<file path="src/fss_pkg.sv">
package fss_pkg;
   // command codes written in the third bus cycle
   localparam logic [7:0] FSS_CMD_SLEEP      = 8'hC0;
   localparam logic [7:0] FSS_CMD_ABORT      = 8'hE0;
   localparam logic [7:0] FSS_CMD_READ_ARRAY = 8'hF0;
   localparam logic [7:0] FSS_CMD_READ_STAT  = 8'h70;
   localparam logic [7:0] FSS_CMD_CLR_STAT   = 8'h50;
   // program and erase set-up codes, refused while their fail flag stands
   localparam logic [7:0] FSS_CMD_PROGRAM     = 8'hA0;
   localparam logic [7:0] FSS_CMD_ERASE_SETUP = 8'h80;
   // unlock cycles before each command
   localparam logic [15:0] FSS_UNLOCK_ADDR1  = 16'h5555;
   localparam logic [15:0] FSS_UNLOCK_ADDR2  = 16'h2AAA;
   localparam logic [7:0]  FSS_UNLOCK_DATA1  = 8'hAA;
   localparam logic [7:0]  FSS_UNLOCK_DATA2  = 8'h55;
   // status word bit positions
   localparam int FSS_BIT_READY   = 7;
   localparam int FSS_BIT_SUSPEND = 6;
   localparam int FSS_BIT_EFAIL   = 5;
   localparam int FSS_BIT_PFAIL   = 4;
   localparam int FSS_BIT_PROTECT = 3;
   localparam int FSS_BIT_SLEEP   = 2;
   localparam logic [7:0] FSS_STAT_MASK = 8'hFC;
   // wishbone register byte addresses
   localparam logic [3:0] FSS_REG_CTRL   = 4'h0;
   localparam logic [3:0] FSS_REG_STATUS = 4'h4;
   localparam logic [3:0] FSS_REG_INFO   = 4'h8;
   // control register fields
   localparam int FSS_CTRL_CMD_LSB = 0;
   localparam int FSS_CTRL_GO      = 8;
   // pin timing: low and high time of each strobe
   localparam int FSS_STROBE_NS     = 120;
   localparam int FSS_CLK_NS        = 4;
   localparam int FSS_STROBE_CYCLES = (FSS_STROBE_NS + FSS_CLK_NS - 1) / FSS_CLK_NS;
   localparam logic [7:0] FSS_CNT_W0 = 8'h00;
   // one bus cycle on the flash pins
   typedef struct packed {
      logic        wr;
      logic [15:0] addr;
      logic [7:0]  data;
   } fss_pin_req_t;
   typedef enum logic [1:0] {FSS_POLL, FSS_CMD1, FSS_CMD2, FSS_CMD3} fss_step_t;
endpackage

</file>
<file path="src/fss_pin_cycle.sv">
`timescale 1ns/1ns
`default_nettype none
module fss_pin_cycle
   import fss_pkg::*;
(
   input  wire logic         i_sys_clk,
   input  wire logic         i_resetn,
   input  wire logic         i_start,
   input  wire fss_pin_req_t i_req,
   input  wire logic [15:0]  i_dq_in,
   output logic              o_busy,
   output logic              o_done,
   output logic [15:0]       o_rdata,
   output logic              o_ce_n,
   output logic              o_oe_n,
   output logic              o_we_n,
   output logic [15:0]       o_addr,
   output logic [15:0]       o_dq_out,
   output logic              o_dq_oe
);
   typedef enum logic [1:0] {PC_IDLE, PC_LOW, PC_HIGH} pc_state_t;
   pc_state_t   state_r;
   logic [7:0]  cnt_r;
   logic [15:0] dq_s1_r;
   logic [15:0] dq_s2_r;
   logic        wr_r;
   logic        cnt_end;
   assign cnt_end = (cnt_r == 8'(FSS_STROBE_CYCLES - 1));
   assign o_busy  = (state_r != PC_IDLE);

   // data pins pass two flops before use
   always_ff @(posedge i_sys_clk or negedge i_resetn) begin
      if (!i_resetn) begin
         dq_s1_r <= 16'h0000;
         dq_s2_r <= 16'h0000;
      end else begin
         dq_s1_r <= i_dq_in;
         dq_s2_r <= dq_s1_r;
      end
   end

   // strobe low phase then high phase; ce and oe both toggle per read
   always_ff @(posedge i_sys_clk or negedge i_resetn) begin
      if (!i_resetn) begin
         state_r  <= PC_IDLE;
         cnt_r    <= FSS_CNT_W0;
         wr_r     <= 1'b0;
         o_ce_n   <= 1'b1;
         o_oe_n   <= 1'b1;
         o_we_n   <= 1'b1;
         o_addr   <= 16'h0000;
         o_dq_out <= 16'h0000;
         o_dq_oe  <= 1'b0;
         o_done   <= 1'b0;
         o_rdata  <= 16'h0000;
      end else begin
         o_done <= 1'b0;
         case (state_r)
            PC_IDLE: begin
               if (i_start) begin
                  state_r  <= PC_LOW;
                  cnt_r    <= FSS_CNT_W0;
                  wr_r     <= i_req.wr;
                  o_addr   <= i_req.addr;
                  o_dq_out <= {8'h00, i_req.data};
                  o_dq_oe  <= i_req.wr;
                  o_ce_n   <= 1'b0;
                  o_oe_n   <= i_req.wr;
                  o_we_n   <= !i_req.wr;
               end
            end
            PC_LOW: begin
               cnt_r <= cnt_r + 8'h01;
               if (cnt_end) begin
                  state_r <= PC_HIGH;
                  cnt_r   <= FSS_CNT_W0;
                  o_ce_n  <= 1'b1;
                  o_oe_n  <= 1'b1;
                  o_we_n  <= 1'b1;
                  if (!wr_r) begin
                     o_rdata <= dq_s2_r;
                  end
               end
            end
            PC_HIGH: begin
               cnt_r <= cnt_r + 8'h01;
               if (cnt_end) begin
                  state_r <= PC_IDLE;
                  o_dq_oe <= 1'b0;
                  o_done  <= 1'b1;
               end
            end
            default: state_r <= PC_IDLE;
         endcase
      end
   end
endmodule
`default_nettype wire

</file>
<file path="src/fss_host.sv">
`timescale 1ns/1ns
`default_nettype none
// What the host and the flash device must do
// RQ1 - device gives status on data 2..7, zeros elsewhere
// RQ2 - device latches status at later falling edge of oe or ce
// RQ3 - host toggles ce and oe for each status read
// RQ4 - sequencer sets bits 4..7, clears only 6 and 7
// RQ5 - fail flags stay set until clear-status command
// RQ6 - erase, program, read-status commands make reads return status
// RQ7 - after power-up or wake status bits 7..4 read 1000
// RQ8 - bit 3 shows sector protection only
// RQ9 - bit 2 set in sleep or abort, cleared by read-array
// RQ10 - no program or erase while its fail flag is set
// RQ11 - host issues a read command before read cycles
// RQ12 - sleep accepted anytime except after erase suspend
// RQ13 - sleep is three bus writes ending with C0
// RQ14 - sleep finishes operation, keeps status, stays read-status
// RQ15 - status and id reads stay valid during sleep
// RQ16 - read-array wakes device and clears bit 2
// RQ17 - three-cycle E0 abort stops operation, enters sleep
// RQ18 - abort sets program-fail or erase-fail
// RQ19 - abort acts only while program or erase runs
// RQ20 - bit 7 ready, bit 6 erase suspended
// RQ21 - bits 4 and 5 report program and erase failure
// RQ22 - host masks reserved bits 0 and 1
// RQ23 - after read-status all reads return status
// RQ24 - suspend sets bit 6 at once, bit 7 when suspended
// RQ25 - clear-status code is a configurable constant
module fss_host
   import fss_pkg::*;
#(
   parameter logic [7:0] CLR_STAT_CODE = FSS_CMD_CLR_STAT
)(
   input  wire logic        i_sys_clk,
   input  wire logic        i_resetn,
   input  wire logic        i_wb_cyc,
   input  wire logic        i_wb_stb,
   input  wire logic        i_wb_we,
   input  wire logic [3:0]  i_wb_adr,
   input  wire logic [3:0]  i_wb_sel,
   input  wire logic [31:0] i_wb_dat,
   output logic [31:0]      o_wb_dat,
   output logic             o_wb_ack,
   output logic             o_ce_n,
   output logic             o_oe_n,
   output logic             o_we_n,
   output logic [15:0]      o_addr,
   input  wire logic [15:0] i_dq,
   output logic [15:0]      o_dq,
   output logic             o_dq_oe
);
   fss_step_t    step_r;
   logic [7:0]   cmd_r;
   logic         pending_r;
   logic         auto_poll_r;
   logic [7:0]   status_r;
   logic         rs_mode_r;
   logic         start;
   logic         busy;
   logic         done;
   logic [15:0]  rdata;
   fss_pin_req_t req;
   logic         wb_hit;
   logic         go_wr;
   logic         cyc_wr_r;
   logic [7:0]   go_code;
   logic         retry_blk;

   // commands after which the flash answers reads with its status word
   function automatic logic status_follows(input logic [7:0] code);
      status_follows = (code != FSS_CMD_READ_ARRAY) && (code != CLR_STAT_CODE);
   endfunction

   // program or erase retry while its own fail flag still stands
   function automatic logic retry_refused(input logic [7:0] code, input logic [7:0] stat);
      retry_refused = (stat[FSS_BIT_PFAIL] && (code == FSS_CMD_PROGRAM))
                      || (stat[FSS_BIT_EFAIL] && (code == FSS_CMD_ERASE_SETUP));
   endfunction

   assign wb_hit = i_wb_cyc && i_wb_stb && !o_wb_ack;
   // code a go write would send: new byte if selected, else the held one
   assign go_code = i_wb_sel[0] ? i_wb_dat[FSS_CTRL_CMD_LSB +: 8] : cmd_r;
   // RQ10 retry refused on fail
   assign retry_blk = retry_refused(go_code, status_r);
   assign go_wr  = wb_hit && i_wb_we && (i_wb_adr == FSS_REG_CTRL) && i_wb_sel[1]
                   && i_wb_dat[FSS_CTRL_GO] && !pending_r
                   && !retry_blk;

   // wishbone slave: one wait cycle, ack for one cycle
   always_ff @(posedge i_sys_clk or negedge i_resetn) begin
      if (!i_resetn) begin
         o_wb_ack <= 1'b0;
         o_wb_dat <= 32'h0000_0000;
      end else begin
         o_wb_ack <= wb_hit;
         o_wb_dat <= 32'h0000_0000;
         if (wb_hit && !i_wb_we) begin
            case (i_wb_adr)
               FSS_REG_CTRL:   o_wb_dat <= {23'h000000, pending_r, cmd_r};
               // reserved bits 0 and 1 masked from software view
               // RQ22 mask reserved bits
               FSS_REG_STATUS: o_wb_dat <= {24'h000000, status_r & FSS_STAT_MASK};
               FSS_REG_INFO:   o_wb_dat <= {30'h00000000, auto_poll_r, rs_mode_r};
               default:        o_wb_dat <= 32'h0000_0000;
            endcase
         end
      end
   end

   // command latch: software writes code and go bit
   always_ff @(posedge i_sys_clk or negedge i_resetn) begin
      if (!i_resetn) begin
         cmd_r     <= FSS_CMD_READ_ARRAY;
         pending_r <= 1'b0;
      end else if (go_wr) begin
         if (i_wb_sel[0]) begin
            cmd_r <= i_wb_dat[FSS_CTRL_CMD_LSB +: 8];
         end
         pending_r <= 1'b1;
      end else if (done && step_r == FSS_CMD3) begin
         pending_r <= 1'b0;
      end
   end

   // sequence: idle polls status while auto_poll_r is set, a command takes three writes
   // RQ13 three-cycle command
   always_comb begin
      req  = '{wr: 1'b0, addr: 16'h0000, data: 8'h00};
      start = 1'b0;
      case (step_r)
         FSS_POLL: begin
            start = (pending_r || auto_poll_r) && !busy && !done;
            req.wr = pending_r;
            req.addr = FSS_UNLOCK_ADDR1;
            req.data = FSS_UNLOCK_DATA1;
         end
         FSS_CMD2: begin
            start = !busy && !done;
            req = '{wr: 1'b1, addr: FSS_UNLOCK_ADDR2, data: FSS_UNLOCK_DATA2};
         end
         FSS_CMD3: begin
            start = !busy && !done;
            req = '{wr: 1'b1, addr: FSS_UNLOCK_ADDR1, data: cmd_r};
         end
         default: begin
            start = 1'b0;
         end
      endcase
   end

   // step advance after each completed write pin cycle
   always_ff @(posedge i_sys_clk or negedge i_resetn) begin
      if (!i_resetn) begin
         step_r <= FSS_POLL;
      end else if (done) begin
         case (step_r)
            // only a finished write is the first unlock cycle, never a poll read
            FSS_POLL: step_r <= cyc_wr_r ? FSS_CMD2 : FSS_POLL;
            FSS_CMD2: step_r <= FSS_CMD3;
            FSS_CMD3: step_r <= FSS_POLL;
            default:  step_r <= FSS_POLL;
         endcase
      end
   end

   // device read mode: status reads follow status-producing commands
   // RQ11 read command first
   always_ff @(posedge i_sys_clk or negedge i_resetn) begin
      if (!i_resetn) begin
         rs_mode_r   <= 1'b0;
         auto_poll_r <= 1'b0;
      end else if (done && step_r == FSS_CMD3) begin
         // RQ23 status mode persists
         // read-array and clear-status leave the device out of status reads
         rs_mode_r   <= status_follows(cmd_r);
         auto_poll_r <= status_follows(cmd_r);
      end
   end

   // status capture: each poll is its own ce/oe cycle
   // RQ3 toggled per read
   always_ff @(posedge i_sys_clk or negedge i_resetn) begin
      if (!i_resetn) begin
         status_r <= 8'h80;
      end else if (done && step_r == FSS_POLL && !cyc_wr_r) begin
         status_r <= rdata[7:0];
      // RQ5 fail flags cleared
      end else if (done && step_r == FSS_CMD3 && cmd_r == CLR_STAT_CODE) begin
         status_r[FSS_BIT_PFAIL] <= 1'b0;
         status_r[FSS_BIT_EFAIL] <= 1'b0;
      end
   end

   // direction of the pin cycle in flight; a poll read may still run when
   // software posts a command, and its end must not pass for an unlock write
   always_ff @(posedge i_sys_clk or negedge i_resetn) begin
      if (!i_resetn) begin
         cyc_wr_r <= 1'b0;
      end else if (start) begin
         cyc_wr_r <= req.wr;
      end
   end

   fss_pin_cycle u_pin (
      .i_sys_clk (i_sys_clk),
      .i_resetn  (i_resetn),
      .i_start   (start),
      .i_req     (req),
      .i_dq_in   (i_dq),
      .o_busy    (busy),
      .o_done    (done),
      .o_rdata   (rdata),
      .o_ce_n    (o_ce_n),
      .o_oe_n    (o_oe_n),
      .o_we_n    (o_we_n),
      .o_addr    (o_addr),
      .o_dq_out  (o_dq),
      .o_dq_oe   (o_dq_oe)
   );
endmodule
`default_nettype wire

</file>
<file path="config.mk">
export PLATFORM = sky130hd
export DESIGN_NAME = fss_host
export DESIGN_NICKNAME = d
export VERILOG_FILES = /design/src/fss_pkg.sv /design/src/fss_pin_cycle.sv /design/src/fss_host.sv
export SDC_FILE = /design/constraint.sdc
export NUM_CORES = 1
export LEC_CHECK = 0
export ABC_AREA = 0
export BUFFER_PORTS_ARGS = -buffer_cell sky130_fd_sc_hd__buf_2
export CELL_PAD_IN_SITES_DETAIL_PLACEMENT = 0
export CELL_PAD_IN_SITES_GLOBAL_PLACEMENT = 1
export CORE_MARGIN = 2
export CORE_UTILIZATION = 40
export CTS_BUF_LIST = sky130_fd_sc_hd__clkbuf_2
export DETAILED_ROUTE_END_ITERATION = 8
export GPL_TIMING_DRIVEN = 0
export PLACE_DENSITY_LB_ADDON = 0.1
export SLEW_MARGIN = 25
export SYNTH_ARGS = -nofsm -noshare
export SYNTH_HDL_FRONTEND = slang
export SYNTH_SLANG_ARGS = --single-unit
</file>
<file path="constraint.sdc">
create_clock -name i_sys_clk -period 3.9 [get_ports i_sys_clk]
set_clock_uncertainty 0.05 [all_clocks]
set_input_delay 0 -clock i_sys_clk [delete_from_list [all_inputs] [get_ports i_sys_clk]]
set_output_delay 0 -clock i_sys_clk [all_outputs]
set_load 0.03 [all_outputs]
</file>
==> results of run 1 <==
## synth_stat cells (2+ instances only)
master and instances:
o21ai_0 13, and3_1 2, buf_4 45, nor3_1 4
a211o_1 7, and4b_1 2, nor2_1 22, dfrtp_1 65
nand3_1 3, or4_1 2, a31oi_1 5, o22ai_1 3
a21oi_1 20, nand2_1 20, and2_1 2, dfstp_2 8
nand2b_1 3, ha_1 11, nor4_1 3, mux2_4 8
nand3b_1 3, nor4b_1 4, mux2i_1 3, a2bb2oi_1 3
a22oi_1 6, mux2_2 12, clkbuf_1 7, inv_1 11
a22o_1 6
## flip-flops by register name, indices dropped and copies added, names as in the netlist
signal	cells
cmd_r	8
cyc_wr_r	1
o_wb_ack	1
o_wb_dat	9
pending_r	1
rs_mode_r	1
status_r	6
step_r	2
u_pin.cnt_r	8
u_pin.dq_s1_r	6
u_pin.dq_s2_r	6
u_pin.o_addr	2
u_pin.o_ce_n	1
u_pin.o_done	1
u_pin.o_dq_oe	1
u_pin.o_dq_out	8
u_pin.o_oe_n	1
u_pin.o_rdata	6
u_pin.o_we_n	1
u_pin.state_r	2
u_pin.wr_r	1
## logic make-up (layout without fill, tap and decap cells)
family	Yosys count	count (layout)	synth area share, %
mux	23	23	7.906
compound gates	72	72	13.21
xor+xnor	1	1	0.2428
flops	73	73	50.90
buf+inv	65	174	11.69
simple gates	80	80	12.14
other cells	1	32	0.1039
fa+ha+maj	11	11	3.814
## cell type report
cell class / instances / area share, %
plain buffers: 54 / 8.194
clock buffers: 9 / 0.9704
clock inverters: 7 / 2.183
inverters: 11 / 0.8895
multi-input cells: 219 / 31.59
flip-flops and latches: 73 / 39.57
well taps: 108 / 2.911
repair buffers: 93 / 13.69
## cells in the final DEF, fill, tap and decap left out, types with 2 or more instances in the layout
cell	n
a211o_1	7
nor2_1	22
nand3_1	3
ha_1	11
inv_6	2
o22ai_1	3
a31oi_1	5
dfstp_2	8
nand2_1	20
and4b_1	2
nor3_1	4
or4_1	2
conb_1	32
buf_2	63
clkbuf_2	9
mux2i_1	3
inv_1	11
buf_4	46
o21ai_0	13
and2_1	2
clkbuf_1	7
a22oi_1	6
mux2_4	8
dfrtp_1	65
clkinvlp_4	2
a22o_1	6
nand2b_1	3
a2bb2oi_1	3
nor4_1	3
nor4b_1	4
and3_1	2
mux2_2	12
bufinv_16	2
a21oi_1	20
dlygate4sd3_1	29
nand3b_1	3
## metrics by stage
stage,total power (uW),setup WS [ns],hold WS [ns],instances,utilization (%)
after floorplan,851.8,1.676,-0.3456,357,-
after global placement,885.1,1.310,0.05754,527,47.82
after CTS,1419,1.244,0.006771,574,53.29
after detailed placement,889.7,1.295,-0.1224,528,48.16
after global routing,1463,1.045,0.01328,574,53.23
final,1400,1.245,0.04562,574,53.23
## worst max-delay path, delay by kind of cell, from the launching register on
family | cells | cell delay, ns
muxes | 1 | 0.30
AOI/OAI and AO/OA | 1 | 0.43
adders and majority gates | 1 | 0.19
and+or+nand+nor | 2 | 0.81
DFF | 1 | 0.45
buffers and inverters | 2 | 0.31
## power breakdown
group / total, uW / leakage [uW] / internal (uW) / switching [uW]
clock network: 504 / 0.0000791 / 217 / 287
registers: 767 / 0.000901 / 765 / 1.66
logic: 129 / 0.00132 / 54.2 / 75.0
total: 1400 / 0.00230 / 1040 / 363
## routing by layer
metal	GRT usage, %	routed length [microns]
met1	22.78	3540
met2	25.00	3476
met3	2.979	317
met4	6.322	125
met5	0	0
## worst paths after layout
path,startpoint,to,slack (ns),depth (start not counted)
min,i_wb_sel[1],pending_r$_DFFE_PN0P_,0.05,5
max in group asynchronous,i_resetn,u_pin.cnt_r[2]$_DFFE_PN0P_,2.84,4
max,step_r[0]$_DFFE_PN0P_,u_pin.cnt_r[0]$_DFFE_PN0P_,1.25,7
min in group asynchronous,i_resetn,u_pin.o_oe_n$_DFFE_PN1P_,0.47,3
max reg2reg,step_r[0]$_DFFE_PN0P_,u_pin.cnt_r[0]$_DFFE_PN0P_,1.25,7
min reg2reg,u_pin.dq_s1_r[5]$_DFF_PN0_,u_pin.dq_s2_r[5]$_DFF_PN0_,0.32,0
## repair_timing
item                                   in CTS  in global routing
endpoints found under the hold margin      98                  0
setup endpoints to repair                   0                  0
hold buffers                               30                  0
==> results.toml, run 1 <==
[clock_tree]
clkTransAtPathRegs_ns = 0.21
cts_setup_buffers = 0
clock_latency_ns = 0.50
root_buffer = "clkbuf_2"
clock-sinks = 73
numCtsBuffers = 9
clock_path_buffers = 2
cts.repair.resized = 0
htree_levels = 3
cts_tree = "yes"

[finish]
diodes = 0
fillCellCount = 803
syn_to_final_growth_pct = 28.64
drive_above_1_share_pct = 34.12
design_area_sq_um = 4642
multiInputGateArea_sq_um = 1466
layout.nets = 533
regArea_sq_um = 1837

[placement]
gp_congestion = 0.7616
io_buffers = 62
dpl.hpwl_microns = 5174
dpl_cell_area_sq_um = 4200

[critical_path]
crit_chain = "inv_1 -> ha_1 -> clkbuf_1 -> or4_1 -> a21oi_2 -> nor3b_2 -> mux2_2"
cp_data_required_time_ns = 4.24
worst_path_max_delay_cell = "or4_1"
worstSetupStartpointType = "flip-flop"
crit_fanout = 10
cpPeakStageDelay_ns = 0.62
crit_type = "reg2reg"
worst_ep_arrival_time_ns = 2.99
cp-end-kind = "flip-flop"

[drt]
wl_per_cell_microns = 12.99
ant_nets = 0
initialDrtViolationCount = 113
viasPerCell = 4.735
first_pass_iters = 4
via_count = 2718
drc = 0
wirelength_microns = 7459

[yosys]
seq_area_frac_synth_pct = 50.90
synth_flop_cell = "dfrtp_1"
yosys.area.top_type_share_pct = 45.08
syn-instance-count = 326
synth_edf_count = 0
yosys_register_bits = 73
async_flop_share_pct = 100.0
yosys-top-cells-area = "dfrtp_1 45%, buf_4 9.4%, dfstp_2 5.8%"
yosys.area.top_type = "dfrtp_1"
yosys_warnings = 0
syn_area_sq_um = 3608
synth_area_per_cell_sq_um = 11.07
synth.distinct_cells = 52

[sta]
fin_crit_sh_pct = 68.07
grt_setup_unrepaired = "no"
drv_slew = 0
max_freq_ghz = 0.3767
max_slew.worst_pin.slew_ns = 0.6874
setup_tns_ns = 0
slew_headroom_pct = 53.79
setup_violations = 0
finalHoldViolCount = 0
period_minus_slack_ns = 2.655

[floorplan]
coreArea_sq_um = 8721
initial_core_util_pct = 41.38
die_w_microns = 98.98
rows = 34
io-pin-count = 130
dieArea_sq_um = 9797
fp.dieH_microns = 98.98

[global_route]
grt_util_all_layers_pct = 16.22
grt_pass1_wl_microns = 12780
grt_pass1_vias = 2700
grt_max_degree = 52
overflow = 0
antenna_found_initial = 0

[status]
outcome = "finished, final reports clean"

[power_and_ir_drop]
power_leakage_uw = 0.002303
ir_drop_mv = 0.2084
powerDensity_nw_per_um2 = 301.7

[run]
cap_viol_max_count = 0

[min_path]
min_path_type = "in2reg"
No activity file was read; power rests on OpenSTA's default activity.
==> run 2, diff against run 1 <==
ABC_AREA = 1   (was 0)
CORE_UTILIZATION = 34   (was 40)
clock period = 2.41 ns   (was 3.9 ns; I/O delays follow)
==> run 2 against run 1 <==
Clock power is 54% higher; combinational power up 91%; worst hold slack improved by 0.035 ns; worst setup slack worse by 1.1 ns; first-iteration DRC count rose by 27%; largest cell class unchanged.
==> results.toml, run 2 <==
[yosys]
syn_area_sq_um = 3874
synth_top_cells_by_count = "120 x nand2_1, 65 x dfrtp_1, 60 x inv_1"
async_flop_share_pct = 100.0
synth.distinct_cells = 31
yosys.area.top_type_share_pct = 41.99
yosys.area.top_type = "dfrtp_1"
syn-instance-count = 462
synth_edf_count = 0
yosys_register_bits = 73
synth.most_common_cell = "nand2_1"
yosys-top-cells-area = "dfrtp_1 42%, nand2_1 12%, buf_4 8.7%"
synth_area_per_cell_sq_um = 8.385
synth_flop_cell = "dfrtp_1"
seq_area_frac_synth_pct = 47.42
yosys_warnings = 0

[min_path]
min_path_type = "in2reg"
hold_end = "pending_r$_DFFE_PN0P_"
hold_depth = 8
worstHoldStart = "i_wb_dat[7]"

[finish]
layout.nets = 687
fillCellCount = 1082
drive_above_1_share_pct = 26.77
diodes = 0
final_cell_mix = "120 x nand2_1, 65 x dfrtp_1, 63 x buf_2"
syn_to_final_growth_pct = 32.46
top_register = "o_wb_dat"
final_common_cell = "nand2_1"
fin_util_pct = 46.72
largest_register_ffs = 9
design_area_sq_um = 5131

[placement]
io_buffers = 62
preCtsSetupSlack_ns = 0.5244
dpl_cell_area_sq_um = 4498
gp_congestion = 0.8211
dpl.hpwl_microns = 6026

[critical_path]
cp_common_cell = "dlygate4sd3_1"
crit_type = "in2reg"
cpPeakStageDelay_ns = 0.57
worst_path_max_delay_cell = "dlygate4sd3_1"
rrSetupSlack_ns = 0.16
worst_ep_arrival_time_ns = 2.75
cp_data_required_time_ns = 2.85
cp-end-kind = "flip-flop"
worstSetupStartpointType = "input pin"
crit_buf_inv = 6
crit_fanout = 10
reg2reg_to = "cmd_r[7]$_DFFE_PN1P_"
crit_chain = "dlygate4sd3_1 -> buf_2 -> buf_6 -> nand2_1 -> dlygate4sd3_1 -> nand2_1 -> dlygate4sd3_1 -> nand3_1 -> dlygate4sd3_1 -> nand2_1"
r2r_cells = 6
path_delay_family = "buffers and inverters"
worstReg2RegStart = "cmd_r[7]$_DFFE_PN1P_"

[floorplan]
die_w_microns = 110.7
io-pin-count = 130
dieArea_sq_um = 12260
initial_core_util_pct = 35.27
rows = 38
coreArea_sq_um = 10980
fp.dieH_microns = 110.7

[clock_tree]
root_buffer = "clkbuf_2"
numCtsBuffers = 9
clock_path_buffers = 2
htree_levels = 3
clock_latency_ns = 0.53
clkTransAtPathRegs_ns = 0.20
cts_tree = "yes"
clock-sinks = 73

[global_route]
grt_pass1_wl_microns = 14820
grt_pass1_vias = 3152
antenna_found_initial = 0
grt_util_all_layers_pct = 14.83
overflow = 0
grt_max_degree = 37

[power_and_ir_drop]
ir_drop_mv = 0.2453
powerDensity_nw_per_um2 = 441.3
total_power_uw = 2265
power_leakage_uw = 0.002728

[sta]
setup_tns_ns = 0
grt_setup_unrepaired = "no"
setup_violations = 0
period_minus_slack_ns = 2.313
fin_crit_sh_pct = 95.96
finalHoldViolCount = 0
max_freq_ghz = 0.4324
fin_ws_ns = 0.09735
drv_slew = 0

[drt]
ant_nets = 0
first_pass_iters = 4
wirelength_microns = 8493
initialDrtViolationCount = 143
viasPerCell = 4.255
wl_per_cell_microns = 11.18
drc = 0
via_count = 3234

[status]
outcome = "finished, final reports clean"

[run]
cap_viol_max_count = 0
-- run 2: changes by cell type in the layout (fill, tap and decap cells not counted), sizes merged, moves of 15 or more --
cell	before	now
nand2	20	131
inv	13	63
nand3	3	38
mux2	20	0
dlygate4sd3	29	46
o21ai	13	28
-- run 2: power by group --
part           leakage, uW  internal (uW)  total (uW)  switching (uW)
combinational      0.00174            105         247             142
clock            0.0000833            343         776             433
sequential        0.000901           1240        1240            3.33
-- run 2: per-layer routing --
metal	part of all wire, %	wire length (microns)	GRT usage (%)	up-vias
li1	-	-	-	1683
met3	3.6	309	3.609	8
met4	0.99	84	5.833	0
met5	0	0	0	-
met2	49	4172	24.46	57
met1	46	3926	18.75	1486
-- run 2: tightest hold or removal path, delay by kind of cell --
family	cells	cell delay, ns
compound gates	2	0.13
buf+inv	1	0.10
simple gates	5	0.40
-- run 2: what timing repair did --
action,in CTS,in global routing
hold buffers,47,1
gates resized for setup,0,1
endpoints found under the setup margin,0,10
hold endpoints to repair,98,6
buffers inserted,0,1
-- run 2: cell type report --
| type | instances | area (sq um) | area share, % |
|---|---|---|---|
| inverters | 64 | 240.2 | 4.682 |
| repair buffers | 111 | 833.3 | 16.24 |
| plain buffers | 51 | 377.9 | 7.364 |
| well taps | 140 | 175.2 | 3.414 |
| multi-input cells | 305 | 1535 | 29.92 |
| clock buffers | 10 | 50.05 | 0.9754 |
| clock inverters | 6 | 82.58 | 1.609 |
| flip-flops and latches | 73 | 1837 | 35.80 |
-- run 2: cells by family (layout without fill, tap and decap cells) --
kind of cell | Yosys count | in the layout | synth area share, %
AND/OR/NAND/NOR | 213 | 213 | 25.90
buffers and inverters | 115 | 242 | 15.96
flip-flops | 73 | 73 | 47.42
adder cells (fa/ha/maj) | 11 | 11 | 3.553
AO/OA/AOI/OAI | 49 | 49 | 7.074
other | 1 | 32 | 0.09681
-- run 2: worst max-delay path by stage --
stage / to / slack (ns) / cells after the start / start
2_1_floorplan: u_pin.cnt_r[3]$_DFFE_PN0P_ / 0.81 / 10 / step_r[1]$_DFFE_PN0P_
3_3_place_gp: u_pin.cnt_r[6]$_DFFE_PN0P_ / 0.53 / 10 / step_r[1]$_DFFE_PN0P_
3_5_place_dp: u_pin.cnt_r[6]$_DFFE_PN0P_ / 0.52 / 10 / step_r[1]$_DFFE_PN0P_
4_1_cts: cmd_r[7]$_DFFE_PN1P_ / 0.04 / 9 / i_wb_adr[0]
5_1_grt: cmd_r[5]$_DFFE_PN1P_ / 0.002 / 10 / i_wb_sel[0]
6_report: cmd_r[5]$_DFFE_PN1P_ / 0.1 / 10 / i_wb_sel[0]
-- run 2: per-stage QoR --
step,hold WS [ns],cells
after floorplan,-0.3456,493
after global placement,0.05984,695
after detailed placement,-0.04772,696
after CTS,0.04532,759
after global routing,0.1270,760
final,0.08095,760
